[src/logic/wct_pkg.sv]
/*
 * Package for the watch clock timer: register offsets, field positions,
 * reset values, timing constants and the carrier struct.
 * Assumes a 20 MHz system clock and a 256 Hz count enable from a prescaler.
 */
package wct_pkg;

  // =====================================================================
  // Register map (printed offsets are not multiples of four: kept as index)
  // =====================================================================
  localparam logic [15:0] IDX_CONTROL   = 16'hFF74;
  localparam logic [15:0] IDX_DATA_LOW  = 16'hFF75;
  localparam logic [15:0] IDX_DATA_HIGH = 16'hFF76;
  localparam logic [15:0] IDX_ENABLE_A  = 16'hFFE5;
  localparam logic [15:0] IDX_ENABLE_B  = 16'hFFE9;
  localparam logic [15:0] IDX_FLAGS_A   = 16'hFFF5;
  localparam logic [15:0] IDX_FLAGS_B   = 16'hFFF9;

  // =====================================================================
  // Field positions
  // =====================================================================
  localparam int RUN_BIT   = 0;
  localparam int CLEAR_BIT = 1;

  // =====================================================================
  // Reset values
  // =====================================================================
  localparam logic [7:0] COUNT_RESET = 8'h00;
  localparam logic [6:0] IRQ_RESET   = 7'h00;

  // =====================================================================
  // Timing
  // =====================================================================
  localparam int CLK_HZ        = 20000000;
  localparam int HOLD_MIN_US   = 480;
  localparam int HOLD_MAX_US   = 1500;
  // Hold length sits inside the window; exactly the minimum, no rounding
  localparam int HOLD_CYCLES   = (HOLD_MIN_US * (CLK_HZ / 1000000));
  localparam int HOLD_CW       = 15;

  typedef struct packed {
    logic [7:0]  count;
    logic        run;
    logic [6:0]  enable;
    logic [6:0]  flags;
    logic        hold;
    logic [HOLD_CW-1:0] hold_cnt;
    logic        pend_carry;
    logic        dph;
    logic        dwrite;
    logic [15:0] didx;
    logic [31:0] rdata;
  } wct_state_t;

endpackage : wct_pkg

[src/logic/wct_timer.sv]
/*
 * Watch clock timer: 8-bit tap counter, high-half hold, run/clear control,
 * seven falling-edge interrupt flags with enables, AHB-Lite slave.
 * Assumes tick_256hz_in is a one-cycle pulse from logic on ref_clk_in.
 */
`timescale 1ns/1ps

// Behaviour
// - Eight-bit up-counter on divided crystal tick, bits toggle 128 Hz to 1 Hz.
// - Low data register shows 128..16 Hz taps, high shows 8..1 Hz.
// - Both data registers are read-only; writes leave the counter alone.
// - Low read freezes carries to high half until high read or timeout.
// - System reset clears all counter bits.
// - Writing one to clear bit zeroes counter; bit reads as zero.
// - Clear while running keeps counting from zero; while stopped stays zero.
// - Run bit at bit 0 starts or stops counting; reset clears it.
// - Stopped counter holds value and resumes from it when run again.
// - Seven enable bits split over two registers, one enables, reset zero.
// - Seven flags in same arrangement over two registers, reset zero.
// - Flag sets on falling edge of its tap regardless of enable.
// - Writing one clears a flag, writing zero does nothing.
// - Interrupt stays requested while any enabled flag remains set.
module wct_timer #(
  parameter int HOLD_CYCLES = wct_pkg::HOLD_CYCLES
) (
  input  wire logic        ref_clk_in,
  input  wire logic        resetn_in,
  input  wire logic        clk_en_in,
  input  wire logic        tick_256hz_in,
  input  wire logic        hsel_in,
  input  wire logic [31:0] haddr_in,
  input  wire logic [1:0]  htrans_in,
  input  wire logic        hwrite_in,
  input  wire logic [2:0]  hsize_in,
  input  wire logic [31:0] hwdata_in,
  input  wire logic        hready_in,
  output logic             hreadyout_out,
  output logic             hresp_out,
  output logic [31:0]      hrdata_out,
  output logic             irq_out
);

  initial
  begin
    if (HOLD_CYCLES < 1 || HOLD_CYCLES >= (1 << wct_pkg::HOLD_CW))
      $error("HOLD_CYCLES out of range");
  end

  wct_pkg::wct_state_t s_q;
  wct_pkg::wct_state_t s_d;

  // Flag order: 32,8,2,1 Hz (a) then 16,64,128 Hz (b); count bit of each
  function automatic logic [6:0] taps(input logic [7:0] c);
    taps = {c[0], c[1], c[3], c[7], c[6], c[4], c[2]};
  endfunction : taps

  function automatic logic [31:0] rd_mux(input wct_pkg::wct_state_t s);
    rd_mux = 32'h0000_0000;
    case (s.didx)
      wct_pkg::IDX_CONTROL:   rd_mux[0]   = s.run;
      wct_pkg::IDX_DATA_LOW:  rd_mux[3:0] = s.count[3:0];
      wct_pkg::IDX_DATA_HIGH: rd_mux[3:0] = s.count[7:4];
      wct_pkg::IDX_ENABLE_A:  rd_mux[3:0] = s.enable[3:0];
      wct_pkg::IDX_ENABLE_B:  rd_mux[2:0] = s.enable[6:4];
      wct_pkg::IDX_FLAGS_A:   rd_mux[3:0] = s.flags[3:0];
      wct_pkg::IDX_FLAGS_B:   rd_mux[2:0] = s.flags[6:4];
      default:                rd_mux      = 32'h0000_0000;
    endcase
  endfunction : rd_mux

  logic        aphase;
  logic        wr_dp;
  logic        rd_low;
  logic        rd_high;
  logic [7:0]  cnt_inc;
  logic [6:0]  fall;
  logic [6:0]  clr;

  // Enable and flag vectors: register a in [3:0], register b in [6:4]
  assign aphase = hsel_in && hready_in && htrans_in[1];

  always_comb
  begin
    s_d     = s_q;
    wr_dp   = s_q.dph && s_q.dwrite;
    rd_low  = aphase && !hwrite_in && (haddr_in[17:2] == wct_pkg::IDX_DATA_LOW);
    rd_high = aphase && !hwrite_in && (haddr_in[17:2] == wct_pkg::IDX_DATA_HIGH);
    cnt_inc = s_q.count;
    clr     = 7'h00;

    // ===================================================================
    // Bus address phase
    // ===================================================================
    s_d.dph    = aphase;
    s_d.dwrite = hwrite_in;
    s_d.didx   = haddr_in[17:2];
    // Read data is captured at the address phase, so a high read returns the
    // held half even though that same read releases the hold.
    // Limitation: a read right behind a write sees the state before that write
    if (aphase && !hwrite_in)
      s_d.rdata = rd_mux(s_d);

    // ===================================================================
    // Counter with high-half hold
    // ===================================================================
    if (s_q.run && tick_256hz_in)
    begin
      cnt_inc[3:0] = s_q.count[3:0] + 4'h1;
      if (s_q.count[3:0] == 4'hF)
      begin
        if (s_q.hold)
          s_d.pend_carry = 1'b1;
        else
          cnt_inc[7:4] = s_q.count[7:4] + 4'h1;
      end
    end
    if (rd_low)
    begin
      s_d.hold     = 1'b1;
      s_d.hold_cnt = '0;
    end
    else if (s_q.hold)
    begin
      s_d.hold_cnt = s_q.hold_cnt + 1'b1;
      if (rd_high || (int'(s_q.hold_cnt) >= HOLD_CYCLES - 1))
      begin
        s_d.hold = 1'b0;
        if (s_d.pend_carry)
        begin
          cnt_inc[7:4]   = cnt_inc[7:4] + 4'h1;
          s_d.pend_carry = 1'b0;
        end
      end
    end
    s_d.count = cnt_inc;

    // ===================================================================
    // Register writes; data registers ignore writes
    // ===================================================================
    if (wr_dp)
    begin
      case (s_q.didx)
        wct_pkg::IDX_CONTROL:
        begin
          s_d.run = hwdata_in[wct_pkg::RUN_BIT];
          if (hwdata_in[wct_pkg::CLEAR_BIT])
          begin
            s_d.count      = wct_pkg::COUNT_RESET;
            s_d.pend_carry = 1'b0;
          end
        end
        wct_pkg::IDX_ENABLE_A: s_d.enable[3:0] = hwdata_in[3:0];
        wct_pkg::IDX_ENABLE_B: s_d.enable[6:4] = hwdata_in[2:0];
        wct_pkg::IDX_FLAGS_A:  clr[3:0]        = hwdata_in[3:0];
        wct_pkg::IDX_FLAGS_B:  clr[6:4]        = hwdata_in[2:0];
        default: ;
      endcase
    end

    // Set wins over a same-cycle clear
    fall      = taps(s_q.count) & ~taps(s_d.count);
    s_d.flags = (s_q.flags & ~clr) | fall;
  end

  always_ff @(posedge ref_clk_in)
  begin
    if (!resetn_in)
    begin
      s_q        <= '0;
      s_q.count  <= wct_pkg::COUNT_RESET;
      s_q.enable <= wct_pkg::IRQ_RESET;
      s_q.flags  <= wct_pkg::IRQ_RESET;
    end
    else if (clk_en_in)
      s_q <= s_d;
  end

  assign hreadyout_out = 1'b1;
  assign hresp_out     = 1'b0;
  assign hrdata_out    = s_q.rdata;
  assign irq_out       = |(s_q.flags & s_q.enable);
endmodule : wct_timer

[config.mk]
export PLATFORM = sky130hd
export DESIGN_NAME = wct_timer
export DESIGN_NICKNAME = d
export VERILOG_FILES = /design/src/logic/wct_pkg.sv /design/src/logic/wct_timer.sv
export SDC_FILE = /design/constraint.sdc
export NUM_CORES = 1
export LEC_CHECK = 0
export ABC_AREA = 1
export BUFFER_PORTS_ARGS = -buffer_cell sky130_fd_sc_hd__buf_2
export CAP_MARGIN = 30
export CELL_PAD_IN_SITES_DETAIL_PLACEMENT = 1
export CELL_PAD_IN_SITES_GLOBAL_PLACEMENT = 2
export CORE_MARGIN = 2
export CORE_UTILIZATION = 28
export CTS_CLUSTER_DIAMETER = 200
export DETAILED_ROUTE_END_ITERATION = 12
export GPL_TIMING_DRIVEN = 0
export PLACE_DENSITY_LB_ADDON = 0.1
export SLEW_MARGIN = 40
export SYNTH_ARGS = -nofsm -noshare
export SYNTH_HDL_FRONTEND = slang
export SYNTH_SLANG_ARGS = --single-unit
[constraint.sdc]
create_clock -name ref_clk_in -period 1.9 [get_ports ref_clk_in]
set_input_delay 0.095 -clock ref_clk_in [delete_from_list [all_inputs] [get_ports ref_clk_in]]
set_output_delay 0.095 -clock ref_clk_in [all_outputs]
set_load 0.01 [all_outputs]
## After elaboration in Yosys (flattened, before gate mapping)

Index checks and enable logic that the tools add are counted.

| storage, ports and cells | value |
|---|---|
| bits in latches | 0 |
| bits in read-only memories | 0 |
| memories kept | 0 |
| output and inout bits | 35 |
| input port bits | 76 |
| bits in registers | 62 |
| bits in writable memories | 0 |
| logic and storage cells | 81 |

| operators by class | value |
|---|---|
| shifts and indexed selects | 0 |
| $lt $le $gt $ge | 1 |
| muxes and demuxes | 29 |
| $add $sub $neg | 4 |
| $mul | 0 |
| reductions and logical operators | 16 |
| div/mod/pow operators | 0 |
| bitwise gates (word level) | 6 |
| eq/ne operators | 13 |

Operator list:

| operator | count |
|---|---|
| 16-bit == test (second input constant) | 12 |
| 16-bit two-way mux | 2 |
| 4-bit two-way mux | 8 |
| 7-bit bitwise AND | 3 |
| 17-bit two-way mux | 1 |
| 8-bit two-way mux | 2 |
| 15-bit by 1-bit adder with 15-bit output (second input constant) | 1 |
| 15-bit by 14-bit greater-or-equal comparator with 1-bit output (second input constant) | 1 |
| 7-bit inverter | 2 |
| 4-bit by 1-bit adder with 4-bit output (second input constant) | 3 |
| 2-bit one-hot mux with 6 select lines | 1 |
| 1-bit two-way mux | 9 |
| 9-bit two-way mux | 1 |
| 3-bit AND reduction | 3 |
| 1-bit logical AND | 7 |
| 7-bit two-way mux | 1 |
| 7-bit bitwise OR | 1 |
| 1-bit one-hot mux with 7 select lines | 1 |
| 7-bit OR reduction | 1 |
| 3-bit two-way mux | 2 |
| 4-bit == test (second input constant) | 1 |
| 1-bit one-hot mux with 4 select lines | 1 |
| 2-bit AND reduction | 2 |
| 2-bit nonzero test | 1 |
| other kinds (2) | 2 |

## Longest topological paths before layout

Gate-level depths: netlist (run 1).

| depth | value |
|---|---|
| depth after elaboration | 15 |
| depth in mapped cells | 15 |
| gate-level depth less buffers | 15 |

## Worst setup path before layout (run 1)

No wires, ideal clock.

| path | value |
|---|---|
| path type | register to register |
| start point | register s_q[82] (netlist name) |
| end point | register s_q[87] (netlist name) |
| stages on the path, launching flop included | 11 |
| arrival | 1.563 ns |
| setup slack | 0.203 ns |
| setup time | 0.134 ns |
| period minus slack after synthesis | 1.697 ns |
| path through | dfxtp_1 > ha_1 > nand2_1 > nor2_4 > nand3_1 > nand2_2 > inv_1 > ha_1 > or2_1 > nand4_1 > a21oi_1 |

| between the ends | value |
|---|---|
| cells in the longest elaborated chain, start to end | 11 |
| elaborated cells between the ends (all ways) | 13 |

RTL lines:

| what | RTL line | text |
|---|---|---|
| from (decl) | wct_timer.sv:49 | `wct_pkg::wct_state_t s_q;` |
| 4-bit == test (*) | wct_timer.sv:109 | `if (s_q.count[3:0] == 4'hF)` |
| 4-bit two-way mux | wct_timer.sv:109 |  |
| 8-bit two-way mux | wct_timer.sv:106 | `if (s_q.run && tick_256hz_in)` |
| 4-bit by 1-bit adder with 4-bit output | wct_timer.sv:130 | `cnt_inc[7:4] = cnt_inc[7:4] + 4'h1;` |
| 4-bit two-way mux | wct_timer.sv:128 | `if (s_d.pend_carry)` |
| 4-bit two-way mux | wct_timer.sv:125 | `if (rd_high \|\| (int'(s_q.hold_cnt) >= HOLD_CYCLES - 1))` |
| 4-bit two-way mux | wct_timer.sv:122 | `else if (s_q.hold)` |
| 4-bit two-way mux (*) | wct_timer.sv:117 | `if (rd_low)` |
| 8-bit two-way mux | wct_timer.sv:146 | `if (hwdata_in[wct_pkg::CLEAR_BIT])` |
| 9-bit two-way mux | wct_timer.sv:142 | `case (s_q.didx)` |
| 16-bit two-way mux (*) | wct_timer.sv:140 | `if (wr_dp)` |

Mark *: on every way between the ends. The rest lies on a longest branch, timed or not.
A chain may end at the register's enable or synchronous reset.

## Final worst setup path (run 1)

| path | value |
|---|---|
| start point | register s_q[82] (netlist name) |
| end point | register s_q[69] (netlist name) |

| between the ends | value |
|---|---|
| cells in the longest elaborated chain, start to end | 14 |
| elaborated cells between the ends (all ways) | 16 |

RTL lines:

| what | RTL line | text |
|---|---|---|
| 4-bit == test (*) | wct_timer.sv:109 |  |
| 4-bit two-way mux | wct_timer.sv:109 |  |
| 8-bit two-way mux | wct_timer.sv:106 |  |
| 4-bit by 1-bit adder with 4-bit output | wct_timer.sv:130 |  |
| 4-bit two-way mux | wct_timer.sv:128 |  |
| 4-bit two-way mux | wct_timer.sv:125 |  |
| 4-bit two-way mux | wct_timer.sv:122 |  |
| 4-bit two-way mux (*) | wct_timer.sv:117 |  |
| 8-bit two-way mux | wct_timer.sv:146 |  |
| 9-bit two-way mux | wct_timer.sv:142 |  |
| 16-bit two-way mux (*) | wct_timer.sv:140 |  |
| 7-bit inverter (*) | wct_timer.sv:161 | `fall = taps(s_q.count) & ~taps(s_d.count);` |
| 7-bit bitwise AND (*) | wct_timer.sv:161 |  |
| 7-bit bitwise OR (*) | wct_timer.sv:162 | `s_d.flags = (s_q.flags & ~clr) \| fall;` |

Marked as above.

==> flow_summary_export.csv, run 1 <==
group,metric,value,unit
die,fp.dieH,119,um
placement,globalplace.congestion,0.786,
clock_tree,clkTransAtPathRegs,0.05,ns
clock_tree,cts_tree,"yes",
yosys,ys_seq_area_share,33.3,%
yosys,ys_ff_latch,62,
final_layout,n_fill_cell,1672,
placement,post-place-ws,-0.0796,ns
sta,relSlewSlack,56.2,%
setup_path,crit_path_end_kind,"register",
yosys,netlist_instances,525,
global_route,antenna_found_initial,0,
drt,vias,3602,
clock_tree,htreeDepth,3,
global_route,grt_max_degree,11,
sta,timing.fmax,547,MHz
yosys,synth.largest_area_cell,"dfxtp_1",
die,core_area,13100,um2
yosys,synth_commonest_cells,"82 x nand2_1, 62 x dfxtp_1, 56 x nor2_1, 54 x inv_1, 43 x o21ai_0",
drt,postRouteAntennaNets,0,
global_route,grt_pass1_vias,3719,
setup_path,crit_arrival,2.05,ns
clock_tree,max-clock-path-buffers,2,
sta,rsz0062_at_grt,"yes",
drt,drt-initial-drc-count,128,
die,die_area,14200,um2
sta,hold_violations,0,
yosys,yosysMostFrequentCell,"nand2_1",
sta,slew_viol_final,0,
final_layout,fin_nets,685,
setup_path,r2r_start,"s_q[82]",
setup_path,crit_start,"s_q[82]",
yosys,synthAdderAreaFrac,1.34,%
sta,fin_worst_skew,0.00784,ns
yosys,synth_compound_area_share,16.7,%
pwr,powerDensity,704,nW/um2
pwr,p_leak,1.99,nW
setup_path,slowest_stage,"dfxtp_2",
drt,first_pass_iters,4,
setup_path,worstSetupStartpointType,"register",
final_layout,drive_gt1_share,26.4,%
final_layout,diodes,0,
sta,period_share,96.1,%
yosys,syn-cell-area,3730,um2
yosys,synthMuxAreaShare,0,%
placement,portBuffers,31,
global_route,track_usage,17.8,%
clock_tree,clkLatencyLatePin,0.34,ns
placement,place_area,4210,um2
clock_tree,cts_made_buffers,9,
die,die_x,119,um
yosys,ys_types,51,
final_layout,syn_to_final_growth,24.7,%
die,io_pins,111,
yosys,synth-simple-area-share,32.5,%
setup_path,required,2.12,ns
clock_tree,cts_root_buf,"clkbuf_16",
global_route,grt_overflow,0,
yosys,synthArstFlopShare,0,%
pwr,vdd_ir_drop_max,0.316,mV
setup_path,worstPathCellList,"ha_4 > nand2_1 > nor2_4 > nand3_2 > nand2_2 > inv_2 > ha_1 > inv_1 > nor2_2 > nand3_1 > nand3_2 > nand2_2 > a21oi_1",
drt,viasPerCell,4.59,
drt,wl_per_cell,15.2,um
yosys,synth_top_family_by_area,"simple AND/OR/NAND/NOR gates",
setup_path,critPathMaxFanout,3,
placement,hpwl,9.10,mm
yosys,yosys_warnings,0,
hold_path,hold_start,"haddr_in[16]",
sta,tightest_slew,0.657,ns
global_route,grt_first_pass_wirelength,19.4,mm
drt,drt-total-wl,11.9,mm
yosys,synth_edf_count,0,
clock_tree,clock-sinks,62,
final_layout,fin_area,4650,um2
final_layout,ff_latch_area,1250,um2
status,outcome,"finished clean",
drt,drc,0,
final_layout,multiInputGateArea,2090,um2
sta,setup_viol,0,
setup_path,worstSetupPathType,"reg -> reg",
die,start_util,28.4,%
yosys,ys.flop_type,"dfxtp_1",
yosys,avgSynthCellArea,7.10,um2
sta,fin_crit,1.83,ns
yosys,synthTopCellsByArea,"dfxtp_1 33%, nand2_1 8.3%, buf_4 6.9%",
die,rows,42,
flow_run,maxCapViolations,0,
yosys,synthXorXnorAreaFrac,0.705,%
hold_path,worst_hold_path_type,"in -> reg",
setup_path,critPathMaxStageDelay,0.36,ns
sta,fin_ws,0.0735,ns
yosys,synth_top_area_share,33.3,%
==> state kept, by name (all words and copies together) (netlist names) <==
register and cells:
hrdata_out 4, s_q 58
==> what timing repair did <==
action	CTS	global route
endpoints found under the hold margin	4	0
pin swaps	2	9
hold buffers	4	0
gates cloned	0	0
resized for setup	7	14
setup buffers	1	6
endpoints found under the setup margin	3	10
==> worst max-delay path, delay by kind of cell (launching register included) <==
| kind | cells | cell delay [ns] |
|---|---|---|
| and+or+nand+nor | 8 | 0.83 |
| DFF | 1 | 0.36 |
| adders and majority gates | 2 | 0.33 |
| buffers and inverters | 2 | 0.11 |
| AOI/OAI and AO/OA | 1 | 0.06 |
==> metrics by stage <==
step / total power, mW / TNS [ns] / hold slack, ns / cells / utilization [%]
2_1_floorplan: 1.61 / 0 / 0.230 / 553 / -
3_3_place_gp: 1.71 / -0.0818 / 0.340 / 760 / 32.0
3_5_place_dp: 1.72 / -0.0979 / 0.349 / 760 / 32.0
4_1_cts: 3.31 / 0 / 0.00172 / 780 / 34.6
5_1_grt: 3.42 / -0.165 / 0.0123 / 785 / 35.4
6_report: 3.27 / 0 / 0.00224 / 785 / 35.4
==> metal layers <==
metal / vias up / GRT usage, % / part of all wire (%)
met4: 0 / 5.59 / 1.4
met1: 1677 / 24.4 / 49
li1: 1841 / - / -
met5: - / 0 / 0
met2: 72 / 27.8 / 45
met3: 12 / 3.98 / 4.6
==> final cells by class <==
type / instances / share of cell area, %
plain buffers: 44 / 6.52
clock buffers: 12 / 5.52
repair buffers: 42 / 5.33
multi-input cells: 380 / 45.1
inverters: 66 / 5.55
well taps: 176 / 4.74
flip-flops and latches: 62 / 26.9
clock inverters: 3 / 0.431
==> power by group <==
part	switching [mW]	internal [mW]
Sequential	0.0350	1.34
Combinational	0.199	0.126
Clock	0.625	0.944
==> layout by cell type (no fill, tap or decap), types with 10 or more instances in the layout <==
cell / n
conb_1: 30
nor2_1: 52
nand2_2: 13
nor2_2: 11
o21ai_0: 43
nand3_2: 10
dfxtp_1: 59
inv_1: 53
nand3_1: 25
nor3_1: 11
nand2_1: 78
buf_2: 33
a21oi_1: 37
buf_4: 41
==> cells by family after synthesis <==
logic type | Yosys count
flops | 62
xor+xnor | 3
other cells | 2
compound gates | 110
simple gates | 233
buf+inv | 111
fa+ha+maj | 4
==> path summary, 6_finish.rpt <==
kind | end | slack, ns | depth (start not counted)
hold reg to reg | s_q[50] | 0.48 | 2
hold / removal | s_q[46] | 0.002 | 3
setup / recovery | s_q[69] | 0.07 | 13
setup reg to reg | s_q[69] | 0.07 | 13
No activity file was read; power rests on OpenSTA's default activity.
==> run 2: changes to the inputs <==
ABC_AREA = unset   (was 1)
CAP_MARGIN = 25   (was 30)
CORE_UTILIZATION = 29   (was 28)
GPL_ROUTABILITY_DRIVEN = 1   (was unset)
==> run 2 against run 1 <==
  * The flow now finishes with violations (negative setup slack)
  * Via count shrank 10%
  * Utilization grew 2.3 points
  * Largest power group unchanged
  * Final cell count shrank 17%
  * Highest routed layer unchanged
  * Fmax shrank 4.4%
  * First-iteration DRC count grew 12%
  * Critical path type unchanged
  * Non-clock buffer count grew 2
  * Wire length shrank 6.6%
  * Count of clock-buffer cells in the layout grew 2
==> flow_summary_export.csv, run 2 <==
group,metric,value,unit
status,outcome,"finished with violations",
status,violations,"negative setup slack",
sta,setup_tns,-0.0182,ns
pwr,vdd_ir_drop_max,0.424,mV
yosys,synthTopCellsByArea,"dfxtp_1 35%, mux2i_1 8.8%, buf_4 7.4%",
final_layout,layout_common_cells,"50 x dfxtp_1, 49 x nor2_1, 47 x buf_4, 34 x nand2_1, 31 x mux2i_1",
placement,hpwl,8.22,mm
clock_tree,cts_hold_buf,0,
drt,drc,0,
die,die_area,13100,um2
drt,wl_per_cell,17.1,um
die,io_pins,111,
setup_path,required,2.18,ns
setup_path,critPathMaxFanout,7,
clock_tree,clkLatencyLatePin,0.33,ns
die,rows,40,
yosys,ys_ff_latch,62,
final_layout,diodes,0,
setup_path,crit_arrival,2.19,ns
die,fp.dieH,114,um
sta,fin_ws,-0.0101,ns
die,core_area,12000,um2
clock_tree,cts_root_buf,"clkbuf_16",
clock_tree,cts_tree,"yes",
setup_path,r2r_slack,-0.01,ns
final_layout,fin_nets,578,
clock_tree,cts_made_buffers,9,
drt,vias,3226,
clock_tree,htreeDepth,3,
die,die_x,114,um
yosys,synth_edf_count,0,
clock_tree,clkTransAtPathRegs,0.05,ns
die,start_util,29.6,%
yosys,yosysMostFrequentCell,"dfxtp_1",
drt,viasPerCell,4.97,
final_layout,regMostFlops,"s_q",
final_layout,post_layout_nonfiller_instances,649,
setup_path,r2r_start,"s_q[83]",
drt,postRouteAntennaNets,0,
final_layout,drive_gt1_share,26.5,%
final_layout,final_common_cell,"dfxtp_1",
setup_path,worstSetupStartpointType,"register",
yosys,ys_types,61,
placement,globalplace.congestion,0.818,
global_route,grt_first_pass_wirelength,18.1,mm
final_layout,utilization,37.7,%
drt,drt-initial-drc-count,143,
hold_path,hold_depth,3,
hold_path,worst_hold_path_type,"in -> reg",
pwr,p_leak,1.84,nW
drt,drt-total-wl,11.1,mm
clock_tree,max-clock-path-buffers,2,
global_route,grt_overflow,0,
sta,period_share,101,%
global_route,track_usage,18.1,%
yosys,synth_commonest_cells,"62 x dfxtp_1, 51 x nor2_1, 35 x buf_4, 35 x nand2_1, 31 x mux2i_1",
setup_path,critPathMaxStageDelay,0.49,ns
drt,first_pass_iters,4,
sta,tightest_slew,0.727,ns
sta,rsz0062_at_grt,"yes",
pwr,powerDensity,693,nW/um2
sta,hold_violations,0,
setup_path,crit_path_end_kind,"register",
global_route,antenna_found_initial,0,
final_layout,syn_to_final_growth,27.3,%
yosys,avgSynthCellArea,8.40,um2
hold_path,worstHoldEndpoint,"s_q[48]",
yosys,synthArstFlopShare,0,%
sta,relSlewSlack,51.5,%
yosys,ys_seq_area_share,35.1,%
pwr,total_power,3.12,mW
yosys,synth_top_area_share,35.1,%
clock_tree,clock-sinks,62,
sta,setup_viol,2,
yosys,yosys_warnings,0,
sta,fin_crit,1.91,ns
sta,fin_worst_skew,0.00214,ns
yosys,ys.flop_type,"dfxtp_1",
sta,timing.fmax,524,MHz
placement,portBuffers,28,
setup_path,slowest_stage,"or4_1",
setup_path,r2r_end,"s_q[89]",
global_route,grt_pass1_vias,3305,
global_route,grt_max_degree,11,
final_layout,n_fill_cell,1418,
yosys,netlist_instances,421,
placement,dp_cells,624,
sta,slew_viol_final,0,
yosys,syn-cell-area,3540,um2
hold_path,hold_start,"hwrite_in",
setup_path,worstSetupPathType,"reg -> reg",
final_layout,largest_reg_flops,58,
setup_path,worstPathCellList,"ha_4 > and3_1 > a41o_1 > o211a_1 > o21ai_4 > or4_1 > nand3_1",
setup_path,r2r_cells,7,
yosys,synth.largest_area_cell,"dfxtp_1",
flow_run,maxCapViolations,0,
[run 2: changes by cell type after synthesis, moves of 9 or more]
| cell | before | now |
|---|---|---|
| a21oi_1 | 37 | 13 |
| nand2_2 | 9 | 0 |
| nand2_1 | 82 | 35 |
| mux2i_1 | 0 | 31 |
| nand3_1 | 29 | 17 |
| inv_1 | 54 | 4 |
| xor2_1 | 3 | 12 |
| o21ai_0 | 43 | 13 |
[run 2: layer usage]
metal / track usage (%) / vias up / part of all wire (%)
li1: - / 1620 / -
met1: 23.7 / 1541 / 49
met2: 29.6 / 59 / 47
met3: 4.66 / 6 / 3.8
met4: 5.12 / 0 / 0.99
met5: 0 / - / 0
[run 2: worst max-delay path by stage]
stage	from	end
global placement	hwrite_in	s_q[53]
detailed placement	hwrite_in	s_q[53]
finish	s_q[83]	s_q[89]
global route	s_q[83]	s_q[88]
floorplan	s_q[82]	s_q[88]
CTS	s_q[83]	s_q[88]
[run 2: through the flow]
stage	worst slack [ns]	hold slack [ns]	area, um2
3_3_place_gp	-0.440	0.348	4010
5_1_grt	-0.0961	0.0269	4500
2_1_floorplan	0.0318	0.235	3680
6_report	-0.0101	0.0134	4500
3_5_place_dp	-0.465	0.356	4010
4_1_cts	-0.0877	0.00339	4370
[run 2: worst max-delay path: cells and delay by family (launching register included)]
family | cells | cell delay [ns]
flip-flops | 1 | 0.36
adder cells (fa/ha/maj) | 1 | 0.14
AO/OA/AOI/OAI | 3 | 0.55
AND/OR/NAND/NOR | 3 | 0.80
[run 2: kinds of logic after synthesis]
group                      share of synthesized area (%)
and+or+nand+nor                                     26.0
AOI/OAI and AO/OA                                   14.3
DFF                                                 35.1
buffers and inverters                               9.90
muxes                                               9.41
xor gates and xnor gates                            3.71
adders and majority gates                           1.41
other                                              0.212
[run 2: where the power goes]
| group | switching, mW | internal [mW] | leakage [nW] |
|---|---|---|---|
| combinational | 0.150 | 0.110 | 1.20 |
| clock | 0.574 | 0.945 | 0.133 |
| sequential | 0.0208 | 1.32 | 0.509 |
| total | 0.745 | 2.38 | 1.84 |
[run 2: final cells by class]
type,instances,area (um2),share of cell area [%]
buffer,49,329,7.31
tap,147,184,4.08
inverter,6,22.5,0.500
clock inverter,1,5.00,0.111
timing repair buffer,39,223,4.94
multi-input combinational,331,2210,49.1
clock buffer,14,264,5.86
sequential,62,1260,28.1
[run 2: timing repair]
| item | in CTS | in global routing |
|---|---|---|
| pin swaps | 5 | 7 |
| buffers inserted | 6 | 5 |
| setup endpoints to repair | 29 | 33 |
| gates resized for setup | 16 | 30 |
==> run 3: changes to the inputs <==
BUFFER_PORTS_ARGS = -buffer_cell sky130_fd_sc_hd__clkbuf_2   (was -buffer_cell sky130_fd_sc_hd__buf_2)
MAX_ROUTING_LAYER = met4   (was unset)
==> run 3 against run 2 <==
  * The run still ends with negative setup slack left
  * Count of clock-buffer cells in the layout down 4
  * Fmax down 1.6%
  * Flip-flop and latch count unchanged
  * Wire length decreased by 0.22%
  * Critical path depth increased by 2
  * Non-clock buffer count up 7
  * Sequential power about the same
  * Setup slack worse by 0.031 ns
  * Utilization up 0.60 points
  * Global-route usage rose by 0.43 points
==> flow_summary_export.csv, run 3 (synthesis results as in run 2) <==
group,metric,value,unit
sta,tightest_slew,0.714,ns
die,start_util,29.6,%
die,fp.dieH,114,um
die,die_x,114,um
status,outcome,"finished with violations",
setup_path,worstSetupStartpointType,"register",
drt,postRouteAntennaNets,0,
global_route,grt_first_pass_wirelength,17.9,mm
final_layout,regMostFlops,"s_q",
sta,relSlewSlack,52.4,%
flow_run,maxCapViolations,0,
hold_path,worst_hold_path_type,"in -> reg",
drt,wl_per_cell,16.9,um
clock_tree,cts_tree,"yes",
setup_path,critPathMaxStageDelay,0.36,ns
setup_path,critPathMaxFanout,5,
setup_path,critical-path-top-delay-family,"compound AO/OA/AOI/OAI gates",
drt,vias,3268,
sta,period_share,102,%
setup_path,slowest_stage,"dfxtp_4",
setup_path,crit_path_end_kind,"register",
die,die_area,13100,um2
setup_path,path_common_cell,"ha_4",
setup_path,worstSetupPathType,"reg -> reg",
setup_path,crit_arrival,2.21,ns
global_route,antenna_found_initial,0,
final_layout,utilization,38.3,%
final_layout,diodes,0,
final_layout,fin_nets,585,
global_route,grt_max_degree,12,
sta,timing.fmax,515,MHz
clock_tree,cts_root_buf,"clkbuf_16",
placement,portBuffers,28,
drt,viasPerCell,4.97,
clock_tree,htreeDepth,3,
sta,fin_ws,-0.0413,ns
global_route,grt_overflow,0,
die,io_pins,111,
pwr,powerDensity,744,nW/um2
pwr,p_leak,1.89,nW
sta,slew_viol_final,0,
drt,drc,0,
final_layout,largest_reg_flops,58,
pwr,total_power,3.40,mW
final_layout,layout_common_cells,"56 x dfxtp_1, 50 x buf_4, 49 x nor2_1, 34 x nand2_1, 31 x mux2i_1",
global_route,grt_pass1_vias,3195,
status,violations,"negative setup slack",
sta,setup_viol,2,
sta,setup_tns,-0.0529,ns
pwr,vdd_ir_drop_max,0.466,mV
drt,drt-initial-drc-count,129,
global_route,track_usage,18.6,%
clock_tree,clock-sinks,62,
setup_path,cp.buffers_inverters,0,
sta,fin_worst_skew,0.00476,ns
clock_tree,cts_made_buffers,9,
setup_path,worstPathCellList,"ha_4 > nand3_4 > nor3_4 > mux2_4 > ha_4 > o2111a_1 > o21a_1 > xor2_1 > o21ai_1",
final_layout,syn_to_final_growth,29.4,%
final_layout,final_common_cell,"dfxtp_1",
placement,hpwl,8.29,mm
setup_path,required,2.17,ns
clock_tree,clkTransAtPathRegs,0.06,ns
final_layout,drive_gt1_share,26.3,%
die,rows,40,
drt,first_pass_iters,5,
sta,hold_violations,0,
placement,globalplace.congestion,0.830,
clock_tree,clkLatencyLatePin,0.34,ns
sta,fin_crit,1.94,ns
sta,rsz0062_at_grt,"yes",
clock_tree,max-clock-path-buffers,2,
drt,drt-total-wl,11.1,mm
die,core_area,12000,um2
## run 3: changes by cell type in the layout (fill, tap and decap cells not counted), sizes merged
cell,change
bufinv,+2
dlygate4sd3,+3
clkbuf,+24
clkinvlp,+2
buf,-24
clkinv,+1
## run 3: power breakdown
group	internal, mW	total [mW]	switching, mW
combinational	0.113	0.264	0.151
clock	1.18	1.80	0.619
sequential	1.32	1.34	0.0207
total	2.61	3.40	0.791
## run 3: repair_timing
| item | CTS | global route |
|---|---|---|
| setup buffers | 4 | 11 |
| setup endpoints to repair | 30 | 32 |
| gates cloned | 0 | 0 |
| gates resized for setup | 17 | 18 |
| pin swaps | 5 | 5 |
| hold buffers | 3 | 0 |
| endpoints found under the hold margin | 3 | 0 |
## run 3: final timing paths
kind / from / slack [ns] / cells past startpoint / end
setup / recovery: s_q[83] / -0.04 / 9 / s_q[88]
hold / removal: hwrite_in / 0.02 / 3 / s_q[48]
setup reg to reg: s_q[83] / -0.04 / 9 / s_q[88]
hold reg to reg: s_q[50] / 0.47 / 2 / s_q[50]
## run 3: stage by stage
stage | area [um2] | setup slack, ns | hold slack (ns) | std cells
after detailed placement | 4010 | -0.452 | 0.363 | 624
after global routing | 4580 | -0.175 | 0.0307 | 657
after CTS | 4450 | -0.104 | 0.00390 | 646
final | 4580 | -0.0413 | 0.0165 | 657
after global placement | 4010 | -0.424 | 0.350 | 624
after floorplan | 3680 | 0.0318 | 0.235 | 449
## run 3: worst min-delay path, delay by kind of cell
kind                   cells  cell delay (ns)
AND/OR/NAND/NOR            1             0.08
buffers and inverters      1             0.09
multiplexers               1             0.06
## run 3: cell type report
cell class | count | area (um2)
inverter | 6 | 22.5
clock inverter | 6 | 85.1
timing repair buffer | 46 | 287
fill | 1449 | 7390
clock buffer | 10 | 239
multi-input combinational | 331 | 2170
sequential | 62 | 1260
tap | 147 | 184
buffer | 49 | 329
## run 3: metal layers
metal  share of wire (%)  wire, um  vias up  GRT usage [%]
met3                 3.7       408        7           4.98
met5                   0         0        -              -
met2                  47      5170       53           28.9
li1                    -         -     1633              -
met1                  49      5420     1575           24.0
met4                0.92       102        0           4.63
